[config.mk]
export PLATFORM = sky130hd
export DESIGN_NAME = pws_bank
export DESIGN_NICKNAME = d
export VERILOG_FILES = /design/src/include/pws_pkg.sv /design/src/rtl/pws_bank.sv
export SDC_FILE = /design/constraint.sdc
export NUM_CORES = 1
export LEC_CHECK = 0
export ABC_AREA = 0
export ABC_CLOCK_PERIOD_IN_PS = 3200
export BUFFER_PORTS_ARGS = -buffer_cell sky130_fd_sc_hd__buf_2
export CAP_MARGIN = 20
export CORE_ASPECT_RATIO = 0.75
export CORE_MARGIN = 8
export CORE_UTILIZATION = 45
export CTS_CLUSTER_DIAMETER = 200
export DETAILED_ROUTE_END_ITERATION = 6
export HOLD_SLACK_MARGIN = 0.03
export PLACE_DENSITY_LB_ADDON = 0.2
export SLEW_MARGIN = 20
export SYNTH_ARGS = -nofsm -noshare
export SYNTH_HDL_FRONTEND = slang
export SYNTH_SLANG_ARGS = --single-unit
[constraint.sdc]
create_clock -name clk -period 3.2 [get_ports clk]
set_clock_uncertainty 0.15 [all_clocks]
set_input_delay 0.32 -clock clk [delete_from_list [all_inputs] [get_ports clk]]
set_output_delay 0.32 -clock clk [all_outputs]
set_load 0.02 [all_outputs]
[src/include/pws_pkg.sv]
// Package of offsets, reset values and state codes for the wake status bank
package pws_pkg;

   // Register data width and bus address width
   localparam int unsigned REG_W = 8;
   localparam int unsigned ADDR_W = 8;
   localparam int unsigned PIN_N = 16;

   // Register indices; byte address is four times the index
   localparam logic [5:0] IDX_STS4 = 6'h07;
   localparam logic [5:0] IDX_STS5 = 6'h08;
   localparam logic [5:0] IDX_RSVD = 6'h09;
   localparam logic [5:0] IDX_EN4 = 6'h0C;
   localparam logic [5:0] IDX_EN5 = 6'h0D;
   localparam logic [5:0] IDX_GEN = 6'h0E;
   localparam logic [5:0] IDX_IMSK4 = 6'h0F;
   localparam logic [5:0] IDX_IMSK5 = 6'h10;

   // Field position of the global wake enable
   localparam int unsigned GEN_BIT = 0;

   // Values after reset
   localparam logic [7:0] RST_STS = 8'h00;
   localparam logic [7:0] RST_EN = 8'h00;
   localparam logic [7:0] RST_IMSK = 8'h00;
   localparam logic RST_GEN = 1'b0;
   localparam logic [15:0] RST_PINS = 16'h0000;
   localparam logic [31:0] RST_RDATA = 32'h0000_0000;

   // Bus slave states, one-hot
   typedef enum logic [1:0] {
      ST_IDLE = 2'b01,
      ST_RESP = 2'b10
   } pws_apb_state_type;

endpackage

[src/rtl/pws_bank.sv]
// Wake status bank with enables, interrupt mask and APB slave
//
// Function
// - Status records event regardless of any enable
// - Event sets status bit, held until cleared
// - Status survives main-supply, soft and hard reset
// - Writing one to bits 7..0 clears them
// - Writing zero leaves the status bit unchanged
// - Fourth register maps port3, port4, port6 pins
// - Fifth register maps port5 pins 0..7
// - Reserved offset reads zero, ignores writes
// - Wake output low when status, enable, global set
`timescale 1ns/1ps

module pws_bank
   import pws_pkg::*;
(
   input wire logic clk, // 20 MHz clock
   input wire logic sys_rst, // Main/soft/hard reset, sync high
   input wire logic vtr_por, // Standby-well power-on reset, sync high
   input wire logic psel, // APB select
   input wire logic penable, // APB access phase
   input wire logic pwrite, // APB direction, high for write
   input wire logic [ADDR_W-1:0] paddr, // APB byte address
   input wire logic [31:0] pwdata, // APB write data
   input wire logic [3:0] pstrb, // APB byte strobes
   output logic [31:0] prdata, // APB read data
   output logic pready, // APB ready
   output logic pslverr, // APB error on unmapped address
   input wire logic port3_pin0, // Wake source pin
   input wire logic port3_pin1, // Wake source pin
   input wire logic port3_pin2, // Wake source pin
   input wire logic port3_pin3, // Wake source pin
   input wire logic port4_pin1, // Wake source pin
   input wire logic port4_pin3, // Wake source pin
   input wire logic port6_pin0, // Wake source pin
   input wire logic port6_pin1, // Wake source pin
   input wire logic port5_pin0, // Wake source pin
   input wire logic port5_pin1, // Wake source pin
   input wire logic port5_pin2, // Wake source pin
   input wire logic port5_pin3, // Wake source pin
   input wire logic port5_pin4, // Wake source pin
   input wire logic port5_pin5, // Wake source pin
   input wire logic port5_pin6, // Wake source pin
   input wire logic port5_pin7, // Wake source pin
   output logic wake_request_out_n, // Wake request, active low
   output logic irq // Interrupt, high while unmasked status set
);

////////////////////////////////////////////////////////////////////////////
// Pin synchroniser

   logic [PIN_N-1:0] pins_raw;
   logic [PIN_N-1:0] pin_s1_ff;
   logic [PIN_N-1:0] pin_s2_ff;
   logic [PIN_N-1:0] nxt_pin_s1;
   logic [PIN_N-1:0] nxt_pin_s2;
   logic [7:0] ev4;
   logic [7:0] ev5;

   // Gather pins in status bit order
   assign pins_raw = {port5_pin7, port5_pin6, port5_pin5, port5_pin4,
                      port5_pin3, port5_pin2, port5_pin1, port5_pin0,
                      port6_pin1, port6_pin0, port4_pin3, port4_pin1,
                      port3_pin3, port3_pin2, port3_pin1, port3_pin0};

   // Two-stage capture; only the second stage feeds logic
   always_comb begin
      nxt_pin_s1 = pins_raw;
      nxt_pin_s2 = pin_s1_ff;
      if (vtr_por) begin
         nxt_pin_s1 = RST_PINS;
         nxt_pin_s2 = RST_PINS;
      end
   end

   always_ff @(posedge clk) begin
      pin_s1_ff <= nxt_pin_s1;
      pin_s2_ff <= nxt_pin_s2;
   end

   // Event vectors per register
   assign ev4 = pin_s2_ff[7:0];
   assign ev5 = pin_s2_ff[15:8];

////////////////////////////////////////////////////////////////////////////
// APB slave

   pws_apb_state_type state_ff;
   pws_apb_state_type nxt_state;
   logic pready_ff;
   logic nxt_pready;
   logic pslverr_ff;
   logic nxt_pslverr;
   logic [31:0] prdata_ff;
   logic [31:0] nxt_prdata;
   logic [5:0] idx;
   logic aligned;
   logic mapped;
   logic [7:0] rd_val;
   logic fire;
   logic wr_fire;
   logic [7:0] wdat;

   assign idx = paddr[7:2];
   assign aligned = (paddr[1:0] == 2'b00);
   assign fire = psel & penable & pready_ff;
   assign wr_fire = fire & pwrite & pstrb[0] & mapped;
   assign wdat = pwdata[7:0];

   logic [7:0] sts4_ff;
   logic [7:0] sts5_ff;
   logic [7:0] en4_ff;
   logic [7:0] en5_ff;
   logic [7:0] imsk4_ff;
   logic [7:0] imsk5_ff;
   logic gen_ff;

   // Read mux and address decode
   always_comb begin
      rd_val = 8'h00;
      mapped = aligned;
      case (idx)
         IDX_STS4: rd_val = sts4_ff;
         IDX_STS5: rd_val = sts5_ff;
         IDX_RSVD: rd_val = 8'h00;
         IDX_EN4: rd_val = en4_ff;
         IDX_EN5: rd_val = en5_ff;
         IDX_GEN: rd_val = {7'h00, gen_ff};
         IDX_IMSK4: rd_val = imsk4_ff;
         IDX_IMSK5: rd_val = imsk5_ff;
         default: mapped = 1'b0;
      endcase
   end

   // Answer one cycle into the access phase
   always_comb begin
      nxt_state = state_ff;
      nxt_pready = 1'b0;
      nxt_pslverr = 1'b0;
      nxt_prdata = RST_RDATA;
      case (state_ff)
         ST_IDLE: begin
            if (psel && penable) begin
               nxt_state = ST_RESP;
               nxt_pready = 1'b1;
               nxt_pslverr = ~mapped;
               // Refused addresses read zero, aligned or not
               nxt_prdata = {24'h000000, mapped ? rd_val : 8'h00};
            end
         end
         ST_RESP: nxt_state = ST_IDLE;
         default: nxt_state = ST_IDLE;
      endcase
      if (sys_rst) begin
         nxt_state = ST_IDLE;
         nxt_pready = 1'b0;
         nxt_pslverr = 1'b0;
         nxt_prdata = RST_RDATA;
      end
   end

   always_ff @(posedge clk) begin
      state_ff <= nxt_state;
      pready_ff <= nxt_pready;
      pslverr_ff <= nxt_pslverr;
      prdata_ff <= nxt_prdata;
   end

   assign pready = pready_ff;
   assign pslverr = pslverr_ff;
   assign prdata = prdata_ff;

////////////////////////////////////////////////////////////////////////////
// Status, enable and mask registers

   logic [7:0] clr4;
   logic [7:0] clr5;
   logic [7:0] nxt_sts4;
   logic [7:0] nxt_sts5;
   logic [7:0] nxt_en4;
   logic [7:0] nxt_en5;
   logic [7:0] nxt_imsk4;
   logic [7:0] nxt_imsk5;
   logic nxt_gen;

   // Clear masks from write-one data; zeros clear nothing
   assign clr4 = (wr_fire && idx == IDX_STS4) ? wdat : 8'h00;
   assign clr5 = (wr_fire && idx == IDX_STS5) ? wdat : 8'h00;

   // Sticky set beats clear; sys_rst does not touch this state
   always_comb begin
      nxt_sts4 = (sts4_ff & ~clr4) | ev4;
      nxt_sts5 = (sts5_ff & ~clr5) | ev5;
      nxt_en4 = en4_ff;
      nxt_en5 = en5_ff;
      nxt_imsk4 = imsk4_ff;
      nxt_imsk5 = imsk5_ff;
      nxt_gen = gen_ff;
      if (wr_fire) begin
         case (idx)
            IDX_EN4: nxt_en4 = wdat;
            IDX_EN5: nxt_en5 = wdat;
            IDX_GEN: nxt_gen = wdat[GEN_BIT];
            IDX_IMSK4: nxt_imsk4 = wdat;
            IDX_IMSK5: nxt_imsk5 = wdat;
            default: nxt_gen = gen_ff; // Status and reserved: no store
         endcase
      end
      if (vtr_por) begin
         nxt_sts4 = RST_STS;
         nxt_sts5 = RST_STS;
         nxt_en4 = RST_EN;
         nxt_en5 = RST_EN;
         nxt_imsk4 = RST_IMSK;
         nxt_imsk5 = RST_IMSK;
         nxt_gen = RST_GEN;
      end
   end

   always_ff @(posedge clk) begin
      sts4_ff <= nxt_sts4;
      sts5_ff <= nxt_sts5;
      en4_ff <= nxt_en4;
      en5_ff <= nxt_en5;
      imsk4_ff <= nxt_imsk4;
      imsk5_ff <= nxt_imsk5;
      gen_ff <= nxt_gen;
   end

////////////////////////////////////////////////////////////////////////////
// Wake request and interrupt outputs

   logic wake_n_ff;
   logic nxt_wake_n;
   logic irq_ff;
   logic nxt_irq;

   // Wake drives low on any enabled, set source with global enable
   always_comb begin
      nxt_wake_n = ~(gen_ff &
                     (|({sts5_ff, sts4_ff} & {en5_ff, en4_ff})));
      nxt_irq = |({sts5_ff, sts4_ff} & {imsk5_ff, imsk4_ff});
      if (vtr_por) begin
         nxt_wake_n = 1'b1;
         nxt_irq = 1'b0;
      end
   end

   always_ff @(posedge clk) begin
      wake_n_ff <= nxt_wake_n;
      irq_ff <= nxt_irq;
   end

   assign wake_request_out_n = wake_n_ff;
   assign irq = irq_ff;

////////////////////////////////////////////////////////////////////////////
// Assertions

   a_ignore_enable: assert property (
      @(posedge clk) disable iff (vtr_por)
      (|(ev4 & ~en4_ff)) |=> ((sts4_ff & $past(ev4)) == $past(ev4)))
      else $error("Status missed event with enable clear");

   a_hold_set: assert property (
      @(posedge clk) disable iff (vtr_por)
      1'b1 |=> ((sts5_ff & $past(sts5_ff & ~clr5))
                == $past(sts5_ff & ~clr5)))
      else $error("Status bit dropped without clear");

   a_rst_keeps: assert property (
      @(posedge clk) disable iff (vtr_por)
      (sys_rst && !wr_fire) [*2] |=>
         ((sts4_ff & $past(sts4_ff)) == $past(sts4_ff)))
      else $error("Status lost during system reset");

   a_one_clears: assert property (
      @(posedge clk) disable iff (vtr_por)
      (wr_fire && idx == IDX_STS4) |=>
         ((sts4_ff & $past(wdat & ~ev4)) == 8'h00))
      else $error("Write one did not clear status");

   a_zero_keeps: assert property (
      @(posedge clk) disable iff (vtr_por)
      (wr_fire && idx == IDX_STS5) |=>
         ((sts5_ff & $past(sts5_ff & ~wdat))
          == $past(sts5_ff & ~wdat)))
      else $error("Write zero changed status");

   // Watch the second stage only; the first may be metastable
   a_map_four: assert property (
      @(posedge clk) disable iff (vtr_por)
      $rose(pin_s2_ff[5]) |=> sts4_ff[5])
      else $error("Port4 pin3 not mapped to bit 5");

   a_map_five: assert property (
      @(posedge clk) disable iff (vtr_por)
      pin_s2_ff[15] |=> sts5_ff[7])
      else $error("Port5 pin7 not mapped to bit 7");

   a_rsvd_zero: assert property (
      @(posedge clk) disable iff (sys_rst)
      (fire && !pwrite && idx == IDX_RSVD) |-> (prdata == 32'h0000_0000))
      else $error("Reserved offset read nonzero");

   a_wake_out: assert property (
      @(posedge clk) disable iff (vtr_por)
      (gen_ff && |({sts5_ff, sts4_ff} & {en5_ff, en4_ff}))
         |=> !wake_request_out_n)
      else $error("Wake request not asserted");

   a_wake_idle: assert property (
      @(posedge clk) disable iff (vtr_por)
      !gen_ff |=> wake_request_out_n)
      else $error("Wake request without global enable");

   a_set_wins: assert property (
      @(posedge clk) disable iff (vtr_por)
      (|(ev5 & clr5)) |=> ((sts5_ff & $past(ev5 & clr5))
                           == $past(ev5 & clr5)))
      else $error("Event lost against clear");

endmodule

Word-level counts from Yosys, hierarchy flattened
Index checks and enable logic that the tools add are counted.
- bits of input ports: 66
- output and inout bits: 36
- logic and storage cells: 63
- register bits after elaboration: 119
- eq/ne operators: 9
- bitwise logic cells: 18
- reductions and logical operators: 15
- mux-type cells: 5
- operator list (kind ; count):
    8-bit case mux with 7 select lines ; 1
    6-bit by 4-bit equality test with 1-bit output, second input constant ; 6
    16-bit AND ; 2
    16-bit OR reduction ; 2
    8-bit AND ; 2
    8-bit 2-to-1 mux ; 2
    8-bit inverter ; 2
    8-bit OR ; 2
    2-bit AND reduction ; 5
    8-bit OR reduction ; 1
    1-bit AND ; 6
    6-bit by 3-bit equality test with 1-bit output, second input constant ; 1
    6-bit by 5-bit equality test with 1-bit output, second input constant ; 1
    1-bit inverter ; 4
    4-bit OR reduction ; 1
    1-bit logical AND ; 3
    3-bit OR reduction ; 1
    2-bit by 1-bit equality test with 1-bit output, second input constant ; 1
    2-bit zero test ; 1
    1-bit 2-to-1 mux ; 2
    2-bit OR reduction ; 1

Logic depth before layout (Yosys ltp)
- depth after elaboration: 10
- gate-level depth with buffers: 7
- mapped depth without buffers: 5

Least setup slack after synthesis
OpenSTA, ideal clock, no wires.
- path type: input port to flip-flop
- start point: input port paddr[5]
- end point: register en4_ff[0]
- setup time: 0.072 ns
- arrival time: 2.115 ns
- required time: 2.978 ns
- buffers on the path: 2
- setup slack: 0.862 ns
- stages on the path: 6
- path through: clkbuf_1 nor4bb_1 buf_1 nand3_1 a2111oi_4 mux2i_1
- longest elaborated chain between the ends: 5
- elaborated cells between the ends (all ways): 12
- those cells by class: 8 x eq/ne; 1 x mux; 1 x bitwise; 2 x reduce/logical
- RTL lines (element ; line ; text):
    from (decl) ; pws_bank.sv:24 ; input wire logic [ADDR_W-1:0] paddr,
    6-bit by 3-bit equality test with 1-bit output (tied with other cells) ; pws_bank.sv:123 ; case (idx)
    8-bit OR reduction (no line) ; n/a ;
    1-bit 2-to-1 mux ; pws_bank.sv:123 ;
    1-bit AND ; pws_bank.sv:108 ; assign wr_fire = fire & pwrite & pstrb[0] & mapped;
    2-bit AND reduction (no line) (*) ; n/a ;
    to (signal assigned) ; pws_bank.sv:224 ; en4_ff <= nxt_en4;
    to (decl) ; pws_bank.sv:113 ; logic [7:0] en4_ff;
Mark *: on every way between the ends. The rest lies on a longest branch, timed or not.
A chain may end at the register's enable or synchronous reset.

Final worst setup path
- start point: input port paddr[2]
- end point: register en5_ff[2]
- longest elaborated chain between the ends: 5
- elaborated cells between the ends (all ways): 12
- those cells by class: 8 x eq/ne; 1 x mux; 1 x bitwise; 2 x reduce/logical
- RTL lines (element ; line ; text):
    6-bit by 3-bit equality test with 1-bit output (tied with other cells) ; pws_bank.sv:123 ;
    8-bit OR reduction (no line) ; n/a ;
    1-bit 2-to-1 mux ; pws_bank.sv:123 ;
    1-bit AND ; pws_bank.sv:108 ;
    2-bit AND reduction (no line) (*) ; n/a ;
    to (signal assigned) ; pws_bank.sv:225 ; en5_ff <= nxt_en5;
    to (decl) ; pws_bank.sv:114 ; logic [7:0] en5_ff;
Marks and branches as above.

==> results.py <==
metrics = {
    "setup_path": {
        "ff2ff_setup_slack_ns": 1.22,
        "path_delay_family": "compound AO/OA/AOI/OAI gates",
        "crit_chain": "buf_2 -> a21oi_1 -> or4_4 -> a2111o_1 -> mux2i_1",
        "worstPathArrival_ns": 2.27,
        "critPathLaunchType": "primary input",
        "reg2reg_from": "pready",
        "reg2reg_to": "en5_ff[2]",
        "crit_buf_inv": 1,
        "slowest_stage": "a2111o_1",
        "crit_required_ns": 3.25,
        "crit_type": "primary input to flip-flop",
        "r2r_cells": 4,
        "cp-end-kind": "flip-flop",
        "cp_max_fo": 16,
        "max_stage_delay_ns": 0.67,
    },
    "run_status": {
        "status": "completed",
    },
    "clocking": {
        "clk_path_buf_depth": 2,
        "cts_tree": "done",
        "post_cts_buffers": 0,
        "clkTransAtPathRegs_ns": 0.06,
        "cts_made_buffers": 9,
        "clkSinkCount": 95,
        "insertion_delay_ns": 0.34,
        "clockRootBuffer": "clkbuf_16",
        "cts_htree_levels": 3,
    },
    "cells_and_area": {
        "area_growth_pct": 15.6,
        "num_antenna_cells": 0,
        "layout_common_cells": "95 x dfxtp_1, 50 x buf_2, 41 x nand2b_1, 40 x mux2i_1, 33 x nor2b_1",
        "nNetsFinal": 503,
        "final_common_cell": "dfxtp_1",
        "nFillCells": 772,
        "drive_gt1_frac": 0.172,
    },
    "yosys": {
        "synth.avg_cell_area_sq_um": 10.2,
        "synth_ff_type": "dfxtp_1",
        "syn_area_sq_um": 3940,
        "synth-seq-area-share": 0.483,
        "synth_enable_flop_cells": 0,
        "synth_async_sr_flop_share": 0,
        "synth.yosys.warnings": 0,
        "ys_types": 44,
        "netlist_instances": 385,
        "synth-seq-cells": 95,
    },
    "hold_path": {
        "hold_class": "primary input to flip-flop",
        "holdPathStages": 2,
        "worst_hold_path.endpoint": "pin_s1_ff[12]",
        "hold_start": "port5_pin4",
    },
    "sta": {
        "worst_pin_slew_ns": 0.776,
        "whs_ns": 0.0352,
        "slew_viol_final": 0,
        "tns_ns": 0,
        "fin_crit_ns": 2.21,
        "period_share": 0.691,
        "relSlewSlack": 0.478,
        "fmax_ghz": 0.452,
        "rsz0062_at_grt": "false",
        "setup_viol": 0,
        "hold_viol": 0,
    },
    "power": {
        "p_leak_uw": 0.00189,
        "vdd_drop_max_mv": 0.408,
        "power_per_cell_area_nw_per_um2": 528,
    },
    "floorplanning": {
        "fp-row-count": 29,
        "die_w_um": 124,
        "io_pins": 102,
        "start_util": 0.464,
        "dieArea_sq_um": 12000,
        "dieHeight_um": 97.1,
        "core_area_sq_um": 8490,
    },
    "placement": {
        "place_congestion": 0.862,
        "port_buffers": 50,
        "hpwl_um": 6720,
    },
    "routing": {
        "drc": 0,
        "antenna_left": 0,
        "wirelength_um": 9270,
        "via_per_inst": 5.43,
        "route.detailed.wl_per_inst_um": 16.9,
        "firstDrtPassIters": 6,
        "vias": 2988,
        "drt_iter0_markers": 349,
    },
    "global_routing": {
        "grt_overflow": 0,
        "grt_pass1_wl_um": 15000,
        "grt_max_degree": 62,
        "grt_pass1_vias": 2969,
        "antenna_found_initial": 0,
        "grtUsageTotal": 0.158,
    },
    "run": {
        "cap_violations": 0,
    },
}
-- synthesized netlist by cell type, types with 2 or more instances --
master	count	area [sq um]
a21oi_1	9	45.0
a221oi_1	5	43.8
a222oi_1	8	80.1
a22o_1	5	43.8
a22oi_1	6	45.0
a311oi_1	16	140
and3_1	2	12.5
buf_1	2	7.51
buf_4	24	180
clkbuf_1	17	63.8
dfxtp_1	95	1900
inv_1	20	75.1
mux2i_1	40	400
nand2_1	9	33.8
nand2b_1	41	257
nor2_1	17	63.8
nor2b_1	33	206
nor3_1	2	10.0
nor4_1	2	12.5
o2111a_1	2	22.5
o2bb2ai_1	7	61.3
-- worst max path at each step --
| stage | start | endpoint | slack (ns) | cells after the start |
|---|---|---|---|---|
| finish | paddr[2] | en5_ff[2] | 0.99 | 5 |
| global route | paddr[2] | sts5_ff[4] | 0.89 | 5 |
| CTS | paddr[2] | en5_ff[2] | 0.99 | 5 |
| detailed placement | paddr[2] | en5_ff[2] | 0.63 | 5 |
| global placement | paddr[2] | en5_ff[4] | 0.68 | 5 |
| floorplan | paddr[5] | en4_ff[0] | 0.86 | 6 |
-- sequential cells by signal (all words and copies together), names as in the netlist, 2 cells and up --
name	cells
prdata	8
imsk5_ff	8
sts5_ff	8
state_ff	2
en4_ff	8
imsk4_ff	8
en5_ff	8
pin_s2_ff	16
sts4_ff	8
pin_s1_ff	16
-- cell type report --
class,instances,area [sq um],area share
clock buffers,14,274,0.0602
clock inverters,2,13.8,0.00302
inverters,20,75.1,0.0165
multi-input cells,250,1800,0.395
flip-flops and latches,95,1900,0.418
well taps,108,135,0.0297
repair buffers,61,355,0.0780
-- power breakdown --
part	internal, uW	switching [uW]
Clock	591	427
Combinational	59.8	92.0
Sequential	1210	21.9
-- what timing repair did --
action	4_1_cts	5_1_grt
resized for setup	0	0
endpoints found under the hold margin	4	0
hold buffers	4	0
-- worst reg2reg max path: stages (launching register included) --
cell      delay [ns]
dfxtp_1         0.31
and4_1          0.28
nand3_1         0.21
a2111o_1        0.68
mux2i_1         0.20
-- cells by family (layout without fill, tap and decap cells) --
logic type / after synthesis / count (layout) / share of synthesized area
compound gates: 68 / 68 / 0.147
buf+inv: 63 / 97 / 0.0829
flops: 95 / 95 / 0.483
mux: 41 / 41 / 0.107
other cells: 1 / 24 / 0.000951
simple gates: 117 / 117 / 0.179
-- layer usage --
metal	up-vias	global-route usage	wire length, um
li1	1425	-	-
met1	1424	0.196	3930
met2	124	0.246	4300
met3	15	0.0592	904
met4	0	0.0520	136
met5	-	0	0
-- stage by stage --
stage / std cells / worst slack, ns / instance area [sq um] / util / total power, uW
after floorplan: 408 / 0.862 / 4030 / - / 1380
after global placement: 530 / 0.683 / 4230 / 0.498 / 1400
after detailed placement: 530 / 0.630 / 4230 / 0.498 / 1410
after CTS: 550 / 0.990 / 4550 / 0.536 / 2430
after global routing: 550 / 0.888 / 4550 / 0.536 / 2490
final: 550 / 0.989 / 4550 / 0.536 / 2410
(Power assumes the default switching activity.)
